`src/design/sprot_cfg.svh`:
```
`ifndef SPROT_CFG_SVH
`define SPROT_CFG_SVH
// ****************************************
// constants
// ****************************************
`define SP_BLEN_DEF   13'h200
`define SP_PI_BYTES   13'h008
`define SP_PI_FILL    8'hff
`define SP_FMT_T0     2'h0
`define SP_FMT_T1     2'h2
`define SP_FMT_T2     2'h3
`define SP_FMT_MSB    7
`define SP_FMT_LSB    6
`define SP_USE_T2     3'h0
`define SP_VPD_PI     8'h86
`define SP_PTYPE_T1   3'h0
`define SP_PTYPE_T2   3'h1
`define SP_CHK_OFF    3'h0
`define SP_LAST_LBA   32'h0010_0000
`endif

```
`src/design/sprot_pkg.sv`:
```
package sprot_pkg;
  typedef enum logic [2:0] {
    OP_READ   = 3'h0,
    OP_WRITE  = 3'h1,
    OP_FORMAT = 3'h2,
    OP_INQ    = 3'h3,
    OP_VPD    = 3'h4,
    OP_RCAP16 = 3'h5
  } sprot_op_type;
  typedef enum logic [1:0] {
    CDB10 = 2'h0,
    CDB16 = 2'h1,
    CDB32 = 2'h2
  } sprot_len_type;
  typedef enum logic [1:0] {
    PT0 = 2'h0,
    PT1 = 2'h1,
    PT2 = 2'h2
  } sprot_pt_type;
  typedef enum logic [2:0] {
    ST_GOOD     = 3'h0,
    ST_BAD_LEN  = 3'h1,
    ST_BAD_PROT = 3'h2,
    ST_BAD_FMT  = 3'h3,
    ST_BAD_OP   = 3'h4
  } sprot_sts_type;
  typedef enum logic [1:0] {
    S_IDLE = 2'h0,
    S_XFER = 2'h1,
    S_FMT  = 2'h2
  } sprot_fsm_type;
  typedef struct packed {
    sprot_op_type  op;
    sprot_len_type cdb_len;
    logic [2:0]    read_check_select;
    logic [2:0]    write_check_select;
    logic [15:0]   blocks;
    logic [7:0]    fmt_byte1;
    logic [2:0]    fmt_usage;
    logic [12:0]   new_blen;
    logic [7:0]    page;
    logic [31:0]   exp_ref_tag;
    logic [15:0]   exp_app_tag;
    logic [15:0]   app_tag_mask;
  } sprot_cmd_type;
  typedef struct packed {
    logic       valid;
    logic [7:0] data;
  } sprot_byte_type;
  typedef struct packed {
    logic        prot_cap;
    logic        sup_t1;
    logic        sup_t2;
    logic        sup_t3;
    logic        chk_grd;
    logic        chk_app;
    logic        chk_ref;
    logic        prot_en;
    logic [2:0]  p_type;
    logic [12:0] blen;
    logic [31:0] last_lba;
  } sprot_info_type;
  typedef struct packed {
    logic        active;
    logic [2:0]  sel;
    logic        from_cdb32;
    logic [31:0] exp_ref;
    logic [15:0] exp_app;
    logic [15:0] app_mask;
  } sprot_chk_type;
  typedef struct packed {
    sprot_fsm_type  st;
    sprot_pt_type   ptype;
    sprot_pt_type   new_pt;
    logic [12:0]    blen;
    logic [12:0]    sec_len;
    logic [12:0]    fmt_blen;
    logic [12:0]    fmt_sec;
    logic [12:0]    idx;
    logic [15:0]    blk_left;
    logic           is_rd;
    logic           xfer_pi;
    logic           ov;
    logic [7:0]     od;
    logic           done;
    sprot_sts_type  sts;
    logic           fmt_req;
    logic           info_valid;
    sprot_info_type info;
    sprot_chk_type  chk;
  } sprot_state_type;
endpackage

```
`src/design/sprot_top.sv`:
```
`timescale 1ns/100ps
`include "sprot_cfg.svh"
module sprot_top #(
  parameter logic [31:0] LAST_LBA = `SP_LAST_LBA
) (
  input  wire logic                      mclk,
  input  wire logic                      rst,
  input  wire logic                      ce,
  input  wire logic                      cmd_valid,
  output logic                           cmd_ready,
  input  wire sprot_pkg::sprot_cmd_type  cmd,
  output logic                           done,
  output sprot_pkg::sprot_sts_type       status,
  output logic                           info_valid,
  output sprot_pkg::sprot_info_type      info,
  output sprot_pkg::sprot_chk_type       chk,
  input  wire sprot_pkg::sprot_byte_type host_rx,
  output logic                           host_rx_ready,
  output sprot_pkg::sprot_byte_type      host_tx,
  input  wire logic                      host_tx_ready,
  input  wire sprot_pkg::sprot_byte_type med_rx,
  output logic                           med_rx_ready,
  output sprot_pkg::sprot_byte_type      med_tx,
  input  wire logic                      med_tx_ready,
  output logic [12:0]                    med_sector_len,
  output logic                           fmt_req,
  input  wire logic                      fmt_done
);
  import sprot_pkg::*;

  // ****************************************
  // stream steering
  // ****************************************
  sprot_state_type s_ff;
  sprot_state_type nxt_s;
  logic            xfer;
  logic            in_pi;
  logic            last;
  logic            gen_byte;
  logic            drop;
  logic            slot_free;
  logic            src_valid;
  logic [7:0]      src_data;
  logic            dst_ready;
  logic            take;
  logic            emit;
  logic            step;
  logic            popped;
  logic [1:0]      fmtpinfo;
  logic [2:0]      prot;
  logic            is_rw;
  sprot_sts_type   rw_sts;
  sprot_sts_type   fmt_sts;
  sprot_pt_type    fmt_pt;
  logic [12:0]     fmt_sec;

  assign xfer      = ce && (s_ff.st == S_XFER);
  // the bytes past the data part of a sector are the protection bytes
  assign in_pi     = (s_ff.ptype != PT0) && (s_ff.idx >= s_ff.blen);
  // sec_len is zero only after a protected format with block length 13'h1ff8, where the sum wraps; a zero block length is refused at format
  assign last      = s_ff.idx == (s_ff.sec_len - 13'h001);
  // type 1 with a zero protect field behaves the same way: the media keeps
  // the protection bytes and the host never sees them
  assign gen_byte  = !s_ff.is_rd && in_pi && !s_ff.xfer_pi;
  assign drop      = s_ff.is_rd && in_pi && !s_ff.xfer_pi;
  assign dst_ready = s_ff.is_rd ? host_tx_ready : med_tx_ready;
  assign slot_free = !s_ff.ov || dst_ready;
  assign src_valid = s_ff.is_rd ? med_rx.valid : host_rx.valid;
  assign src_data  = s_ff.is_rd ? med_rx.data : host_rx.data;
  // a dropped byte needs no output slot, so it never waits on the host
  assign take      = xfer && !gen_byte && src_valid
                     && (drop || slot_free);
  assign emit      = xfer && slot_free
                     && (gen_byte || (src_valid && !drop));
  assign step      = gen_byte ? emit : take;
  assign popped    = ce && s_ff.ov && dst_ready;

  assign host_rx_ready = xfer && !s_ff.is_rd && !gen_byte && slot_free;
  assign med_rx_ready  = xfer && s_ff.is_rd && (drop || slot_free);
  // no new command while a byte still waits in the output slot
  assign cmd_ready     = ce && (s_ff.st == S_IDLE) && !s_ff.ov;

  assign fmtpinfo = cmd.fmt_byte1[`SP_FMT_MSB:`SP_FMT_LSB];
  assign is_rw    = (cmd.op == OP_READ) || (cmd.op == OP_WRITE);
  assign prot     = (cmd.op == OP_READ) ? cmd.read_check_select
                                        : cmd.write_check_select;

  // ****************************************
  // command decode
  // ****************************************
  // a refused command moves no data, so its verdict is settled up front
  always_comb begin
    rw_sts = ST_GOOD;
    // the long form is only legal where its extra tag fields mean something
    if (cmd.cdb_len == CDB32) begin
      if (s_ff.ptype != PT2) begin
        rw_sts = ST_BAD_LEN;
      end
    end else if (cmd.cdb_len != CDB10
                 && cmd.cdb_len != CDB16) begin
      rw_sts = ST_BAD_LEN;
    end else if (prot != `SP_CHK_OFF
                 && s_ff.ptype != PT1) begin
      rw_sts = ST_BAD_PROT;
    end
  end

  // the new type only takes effect once the media side reports the erase
  always_comb begin
    fmt_sts = ST_GOOD;
    fmt_pt  = PT0;
    // type 3 and the reserved code are both refused here
    // any nonzero block length is taken as given
    if (cmd.new_blen == 13'h000) begin
      fmt_sts = ST_BAD_FMT;
    end else if (fmtpinfo == `SP_FMT_T0) begin
      fmt_pt = PT0;
    end else if (fmtpinfo == `SP_FMT_T1) begin
      fmt_pt = PT1;
    end else if (fmtpinfo == `SP_FMT_T2
                 && cmd.fmt_usage == `SP_USE_T2) begin
      fmt_pt = PT2;
    end else begin
      fmt_sts = ST_BAD_FMT;
    end
  end

  // a protected sector carries the data part plus the protection bytes
  assign fmt_sec = (fmtpinfo == `SP_FMT_T0)
                   ? cmd.new_blen
                   : cmd.new_blen + `SP_PI_BYTES;

  // ****************************************
  // next state
  // ****************************************
  always_comb begin
    nxt_s            = s_ff;
    nxt_s.done       = 1'b0;
    nxt_s.info_valid = 1'b0;
    if (popped) begin
      nxt_s.ov = 1'b0;
    end
    if (emit) begin
      nxt_s.ov = 1'b1;
      nxt_s.od = gen_byte ? `SP_PI_FILL : src_data;
    end
    unique case (s_ff.st)
      S_IDLE: begin
        if (cmd_valid && cmd_ready) begin
          nxt_s.done = 1'b1;
          nxt_s.sts  = ST_GOOD;
          unique case (cmd.op)
            OP_READ, OP_WRITE: begin
              nxt_s.is_rd = cmd.op == OP_READ;
              nxt_s.sts   = rw_sts;
            end
            OP_FORMAT: begin
              nxt_s.sts      = fmt_sts;
              nxt_s.new_pt   = fmt_pt;
              nxt_s.fmt_blen = cmd.new_blen;
              nxt_s.fmt_sec  = fmt_sec;
            end
            OP_INQ: begin
              nxt_s.info_valid    = 1'b1;
              nxt_s.info.prot_cap = 1'b1;
            end
            OP_VPD: begin
              if (cmd.page != `SP_VPD_PI) begin
                nxt_s.sts = ST_BAD_OP;
              end else begin
                nxt_s.info_valid   = 1'b1;
                nxt_s.info.sup_t1  = 1'b1;
                nxt_s.info.sup_t2  = 1'b1;
                nxt_s.info.sup_t3  = 1'b0;
                nxt_s.info.chk_grd = 1'b1;
                nxt_s.info.chk_app = 1'b1;
                nxt_s.info.chk_ref = 1'b1;
              end
            end
            OP_RCAP16: begin
              nxt_s.info_valid    = 1'b1;
              nxt_s.info.prot_en  = s_ff.ptype != PT0;
              nxt_s.info.p_type   = (s_ff.ptype == PT2)
                                    ? `SP_PTYPE_T2
                                    : `SP_PTYPE_T1;
              nxt_s.info.blen     = s_ff.blen;
              // capacity is the same whatever the format type
              nxt_s.info.last_lba = LAST_LBA;
            end
            default: begin
              nxt_s.sts = ST_BAD_OP;
            end
          endcase
          // a refused command moves no data and finishes at once
          if (nxt_s.sts == ST_GOOD && cmd.op == OP_FORMAT) begin
            nxt_s.done    = 1'b0;
            nxt_s.fmt_req = 1'b1;
            nxt_s.st      = S_FMT;
          end
          if (nxt_s.sts == ST_GOOD && is_rw
              && cmd.blocks != 16'h0000) begin
            nxt_s.done     = 1'b0;
            nxt_s.st       = S_XFER;
            nxt_s.idx      = 13'h000;
            nxt_s.blk_left = cmd.blocks;
            nxt_s.xfer_pi  = (s_ff.ptype != PT0)
                             && (prot != `SP_CHK_OFF);
            nxt_s.chk.active = nxt_s.xfer_pi;
            nxt_s.chk.sel    = prot;
            nxt_s.chk.exp_ref = cmd.exp_ref_tag;
            // the extra expected tags only exist in the long form
            nxt_s.chk.from_cdb32 = cmd.cdb_len == CDB32;
            nxt_s.chk.exp_app  = (cmd.cdb_len == CDB32)
                                 ? cmd.exp_app_tag : 16'h0000;
            nxt_s.chk.app_mask = (cmd.cdb_len == CDB32)
                                 ? cmd.app_tag_mask : 16'h0000;
          end
        end
      end
      S_XFER: begin
        // done may rise while the last byte still waits in the output slot
        if (step) begin
          if (last) begin
            nxt_s.idx      = 13'h000;
            nxt_s.blk_left = s_ff.blk_left - 16'h0001;
            if (s_ff.blk_left == 16'h0001) begin
              nxt_s.st         = S_IDLE;
              nxt_s.done       = 1'b1;
              nxt_s.sts        = ST_GOOD;
              nxt_s.chk.active = 1'b0;
            end
          end else begin
            nxt_s.idx = s_ff.idx + 13'h001;
          end
        end
      end
      S_FMT: begin
        // the media side erases every sector before fmt_done
        if (ce && fmt_done) begin
          nxt_s.fmt_req = 1'b0;
          nxt_s.ptype   = s_ff.new_pt;
          nxt_s.blen    = s_ff.fmt_blen;
          nxt_s.sec_len = s_ff.fmt_sec;
          nxt_s.done    = 1'b1;
          nxt_s.st      = S_IDLE;
        end
      end
      default: begin
        nxt_s.st = S_IDLE;
      end
    endcase
  end

  // ****************************************
  // state register
  // ****************************************
  // ce low holds every field, so a stalled transfer resumes where it stopped
  always_ff @(posedge mclk or posedge rst) begin
    if (rst) begin
      // a fresh device comes up as 512-byte blocks without protection
      s_ff         <= '0;
      s_ff.blen    <= `SP_BLEN_DEF;
      s_ff.sec_len <= `SP_BLEN_DEF;
    end else if (ce) begin
      s_ff <= nxt_s;
    end
  end

  // ****************************************
  // outputs
  // ****************************************
  assign done           = s_ff.done;
  assign status         = s_ff.sts;
  assign info_valid     = s_ff.info_valid;
  assign info           = s_ff.info;
  assign chk            = s_ff.chk;
  assign fmt_req        = s_ff.fmt_req;
  // one output slot serves both directions, steered by the transfer's way
  assign host_tx.valid  = s_ff.ov && s_ff.is_rd;
  assign host_tx.data   = s_ff.od;
  assign med_tx.valid   = s_ff.ov && !s_ff.is_rd;
  assign med_tx.data    = s_ff.od;
  // during a format the media side sees the sector size being laid down
  assign med_sector_len = (s_ff.st == S_FMT) ? s_ff.fmt_sec
                                             : s_ff.sec_len;
endmodule

```
`config.mk`:
```
export PLATFORM = sky130hd
export DESIGN_NAME = sprot_top
export DESIGN_NICKNAME = d
export VERILOG_FILES = /design/src/design/sprot_pkg.sv /design/src/design/sprot_top.sv
export VERILOG_INCLUDE_DIRS = /design/src /design/src/design
export SDC_FILE = /design/constraint.sdc
export NUM_CORES = 1
export LEC_CHECK = 0
export BUFFER_PORTS_ARGS = -buffer_cell sky130_fd_sc_hd__buf_2
export CAP_MARGIN = 20
export CORE_MARGIN = 2
export CORE_UTILIZATION = 56
export DETAILED_ROUTE_END_ITERATION = 10
export PLACE_DENSITY = 0.86
export SETUP_SLACK_MARGIN = 0.3
export SLEW_MARGIN = 20
export SYNTH_ARGS = -nofsm -noshare
export SYNTH_HDL_FRONTEND = slang
export SYNTH_SLANG_ARGS = --single-unit
```
`constraint.sdc`:
```
create_clock -name mclk -period 13.1 [get_ports mclk]
set_clock_uncertainty 0.05 [all_clocks]
set_input_delay 2.62 -clock mclk [delete_from_list [all_inputs] [get_ports mclk]]
set_output_delay 2.62 -clock mclk [all_outputs]
set_load 0.02 [all_outputs]
```
* After elaboration in Yosys (flattened, before gate mapping) *
Index checks and enable logic that the tools add are counted.

storage, ports and cells
  bits in registers = 193
  bits of input ports = 148
  output and inout bits = 165
  logic and storage cells = 200

cells by class
  add/subtract/negate cells = 4
  $lt $le $gt $ge = 1
  eq/ne operators = 25
  mux-type cells = 69
  bitwise logic cells = 1
  reduce and logical (&&, ||, !) cells = 71

operator list
  kind                   count
  $mux 131               1
  $mux 69                1
  $mux 29                2
  $pmux 29 s2            1
  $mux 57                1
  $mux 49                1
  $mux 16                3
  $mux 13                3
  $logic_and 1x1->1      32
  $mux 2                 16
  $mux 31                1
  $reduce_and 4->1       5
  $mux 1                 18
  $eq 16x1->1 const B    1
  $mux 4                 4
  $mux 8                 2
  $reduce_bool 16->1     1
  $sub 16x1->16 const B  1
  $mux 3                 5
  $reduce_and 5->1       3
  $reduce_and 7->1       2
  $add 13x1->13 const B  1
  $add 13x4->13 const B  1
  $eq 13x13->1           1
  30 further kinds       64

* Logic depth before layout (Yosys ltp) *
  depth in word-level cells = 16
  depth in mapped cells = 12
  gate-level depth less buffers = 9

* Worst setup path after synthesis *
OpenSTA, ideal clock, no wires.

  path type = input-to-output
  start = input host_tx_ready
  end = output host_rx_ready
  data arrival time = 3.293 ns
  data required time = 10.430 ns
  setup slack = 7.137 ns
  stages on the path = 5
  path buffers = 0
  cell sequence = mux2i_1 nand2_1 and3_1 nand2b_1 nor2_1

on the way
  word-level cells in the longest chain between the ends = 3

RTL lines
  item               RTL line         text
  from (decl)        sprot_top.sv:20  input wire logic host_tx_ready,
  $mux 1             sprot_top.sv:66  assign dst_ready = s_ff.is_rd ? host_tx_ready : med_tx_ready;
  $logic_or 1x1->1   sprot_top.sv:67  assign slot_free = !s_ff.ov || dst_ready;
  $logic_and 1x1->1  sprot_top.sv:78  assign host_rx_ready = xfer && !s_ff.is_rd && !gen_byte && slot_free;
  to (decl)          sprot_top.sv:18  output logic host_rx_ready,

No other way between the ends.

* Final worst setup path *
  start = input med_tx_ready
  end = output med_rx_ready

on the way
  word-level cells in the longest chain between the ends = 4

RTL lines
  item               RTL line         text
  from (decl)        sprot_top.sv:24  input wire logic med_tx_ready,
  $mux 1             sprot_top.sv:66
  $logic_or 1x1->1   sprot_top.sv:67
  $logic_or 1x1->1   sprot_top.sv:79  assign med_rx_ready = xfer && s_ff.is_rd && (drop || slot_free);
  $logic_and 1x1->1  sprot_top.sv:79
  to (decl)          sprot_top.sv:22  output logic med_rx_ready,

No other way between the ends.

==> reports/qor.csv <==
stage,metric,value,unit
run_status,status,"finished, final reports clean",
setup_path,cp.required,10430,ps
power_and_ir_drop,p_leak,5.88,nW
cts,clock_path_buffers,2,
sta,slew_headroom,0.257,
synthesis,syn_area_per_cell,9.87,µm²
setup_path,arrival,3640,ps
placement,portBuffers,272,
cts,postCtsHoldBufs,0,
finish,drive_above_1_share,0.349,
synthesis,synth_most_common_cell,dfrtp_1,
power_and_ir_drop,ir_drop,0.0906,mV
die,core-area,18000,µm²
drt,ant_nets,0,
cts,post_cts_buffers,0,
cts,cts_root_buffer,clkbuf_16,
cts,htreeDepth,4,
sta,worstMarginPinSlew,1100,ps
finish,n_antenna_cell,0,
power_and_ir_drop,powerDensity,132,nW/µm²
synthesis,synth_cell_types,69,
finish,utilization,0.637,
sta,maxSlewViolCount,0,
die,die_area,19600,µm²
cts,cts_resized,0,
die,die_x,140,µm
setup_path,crit_path_end_kind,output port,
drt,drt-total-wl,25.8,mm
synthesis,ys_ff_latch,185,
drt,drt_iter0_markers,643,
synthesis,yosys_warnings,0,
sta,max_freq,159,MHz
setup_path,path_class,input pin to output port,
synthesis,ys.flop_type,dfrtp_1,
sta,rsz0062_at_grt,no,
drt,drc,0,
sta,setup_violations,0,
global_route,grt_max_degree,106,
finish,syn2layout_area_growth,11.0,%
drt,vias_per_cell,5.60,
finish,fillers,1435,
die,dieHeight,140,µm
synthesis,synth_top_cell_by_area,dfrtp_1,
global_route,grt_usage,0.262,
finish,fin_nets,1349,
cts,cts_sinks,185,
cts,clock_latency,430,ps
sta,period_share,0.482,
job,drv_cap,0,
synthesis,synth_area,10300,µm²
drt,avgRoutedWirePerCell,18.1,µm
placement,gp_congestion,0.892,
synthesis,synthTopCellsByArea,"dfrtp_1 (44%), buf_4 (11%), mux2_2 (9.4%), nand2_1 (4.4%), o21ai_0 (3.8%)",
global_route,grt_pass1_vias,7693,
global_route,globalRouteOverflowTotal,0,
cts,cts_buffers,17,
synthesis,synth_edf_count,0,
sta,period_needed,6310,ps
setup_path,start_kind,input pin,
synthesis,synthCells,1048,
synthesis,synthTopCellsByCount,"dfrtp_1 (183), buf_4 (145), nand2_1 (121), mux2_2 (86), o21ai_0 (78)",
setup_path,critPathMaxFanout,3,
power_and_ir_drop,power,0.00152,W
cts,cts_tree,yes,
placement,dp_hpwl,19.2,mm
die,io-pin-count,313,
die,fp-row-count,49,
sta,whs,424,ps
die,start_util,0.574,
cts,clk_pin_slew_worst_paths,70,ps
synthesis,synth_top_area_frac,0.443,
min_path,hold_path_class,register to register,
drt,vias,7981,
sta,setup_tns,0,ps
finish,area.sequential,4630,µm²
global_route,grt_pass1_wl,40.7,mm
global_route,antenna_found_initial,0,
finish,multi_input_area,4450,µm²
sta,final_hold_viol_count,0,
synthesis,async_flop_share,1.00,
drt,dr.pass1.iters,5,
synthesis,seq_area_frac_synth,0.448,
-- through the flow --
step / std cells / area (µm²) / setup slack, ps
after global placement: 1392 / 10900 / 6900
final: 1425 / 11500 / 6790
after detailed placement: 1392 / 10900 / 6870
after global routing: 1425 / 11500 / 6640
after floorplan: 1081 / 10500 / 5400
after CTS: 1424 / 11500 / 6810
-- logic make-up after synthesis --
logic type	after synthesis	synth area share
adders and majority gates	18	0.0218
other	1	0.000362
AOI/OAI and AO/OA	203	0.128
xor gates and xnor gates	26	0.0220
DFF	185	0.448
muxes	102	0.109
buffers and inverters	226	0.137
and+or+nand+nor	287	0.135
-- cell type report --
cell class | instances | area share
flip-flops and latches | 185 | 0.403
multi-input cells | 670 | 0.387
repair buffers | 282 | 0.126
clock buffers | 18 | 0.0374
well taps | 229 | 0.0249
clock inverters | 14 | 0.0125
inverters | 27 | 0.00926
-- worst paths after layout --
| path | from | end | slack (ps) | cells after the start |
|---|---|---|---|---|
| hold reg to reg | info[33]$_DFFE_PP0P_ | info[33]$_DFFE_PP0P_ | 420 | 2 |
| hold / removal | info[33]$_DFFE_PP0P_ | info[33]$_DFFE_PP0P_ | 420 | 2 |
| max in group asynchronous | rst | s_ff[141]$_DFFE_PP0P_ | 9410 | 3 |
| setup reg to reg | s_ff[211]$_DFFE_PP0P_ | s_ff[155]$_DFFE_PP0P_ | 9140 | 10 |
| min in group asynchronous | rst | chk[36]$_DFFE_PP0P_ | 2330 | 2 |
| setup / recovery | med_tx_ready | med_rx_ready | 6790 | 6 |
-- routing by layer --
layer | GRT usage | vias up | part of all wire
li1 | - | 3766 | -
met1 | 0.344 | 3857 | 0.42
met2 | 0.440 | 317 | 0.50
met4 | 0.0847 | 0 | 0.020
met5 | 0 | - | 0
met3 | 0.0506 | 41 | 0.061
-- cells in the final DEF, fill, tap and decap left out, types with 15 or more instances in the layout --
master,synthesis,layout
o21ai_0,78,78
ha_1,18,18
a21oi_1,32,32
dfrtp_1,183,183
buf_2,10,272
mux2i_1,16,16
mux2_2,86,86
nand2_1,121,121
clkbuf_16,0,17
nor2_1,50,50
nor3_1,17,17
conb_1,1,34
inv_1,27,26
and3_1,15,15
-- flip-flops by register name, summed over array words and instances, names as in the netlist --
register    flops
info           18
s_ff           84
host_tx         8
status          3
fmt_req         1
info_valid      1
chk            69
done            1
-- where the power goes --
part,internal (W),total [W],switching (W)
sequential,0.000624,0.000676,0.0000527
combinational,0.000132,0.000332,0.000200
clock,0.000282,0.000508,0.000226
-- worst max-delay path, cell delays in order --
cell      delay, ps
buf_2           110
mux2i_1         210
nand2_1         130
o211ai_1        340
nor2_1           60
buf_2           170
Power figures use the tool's default switching activity.
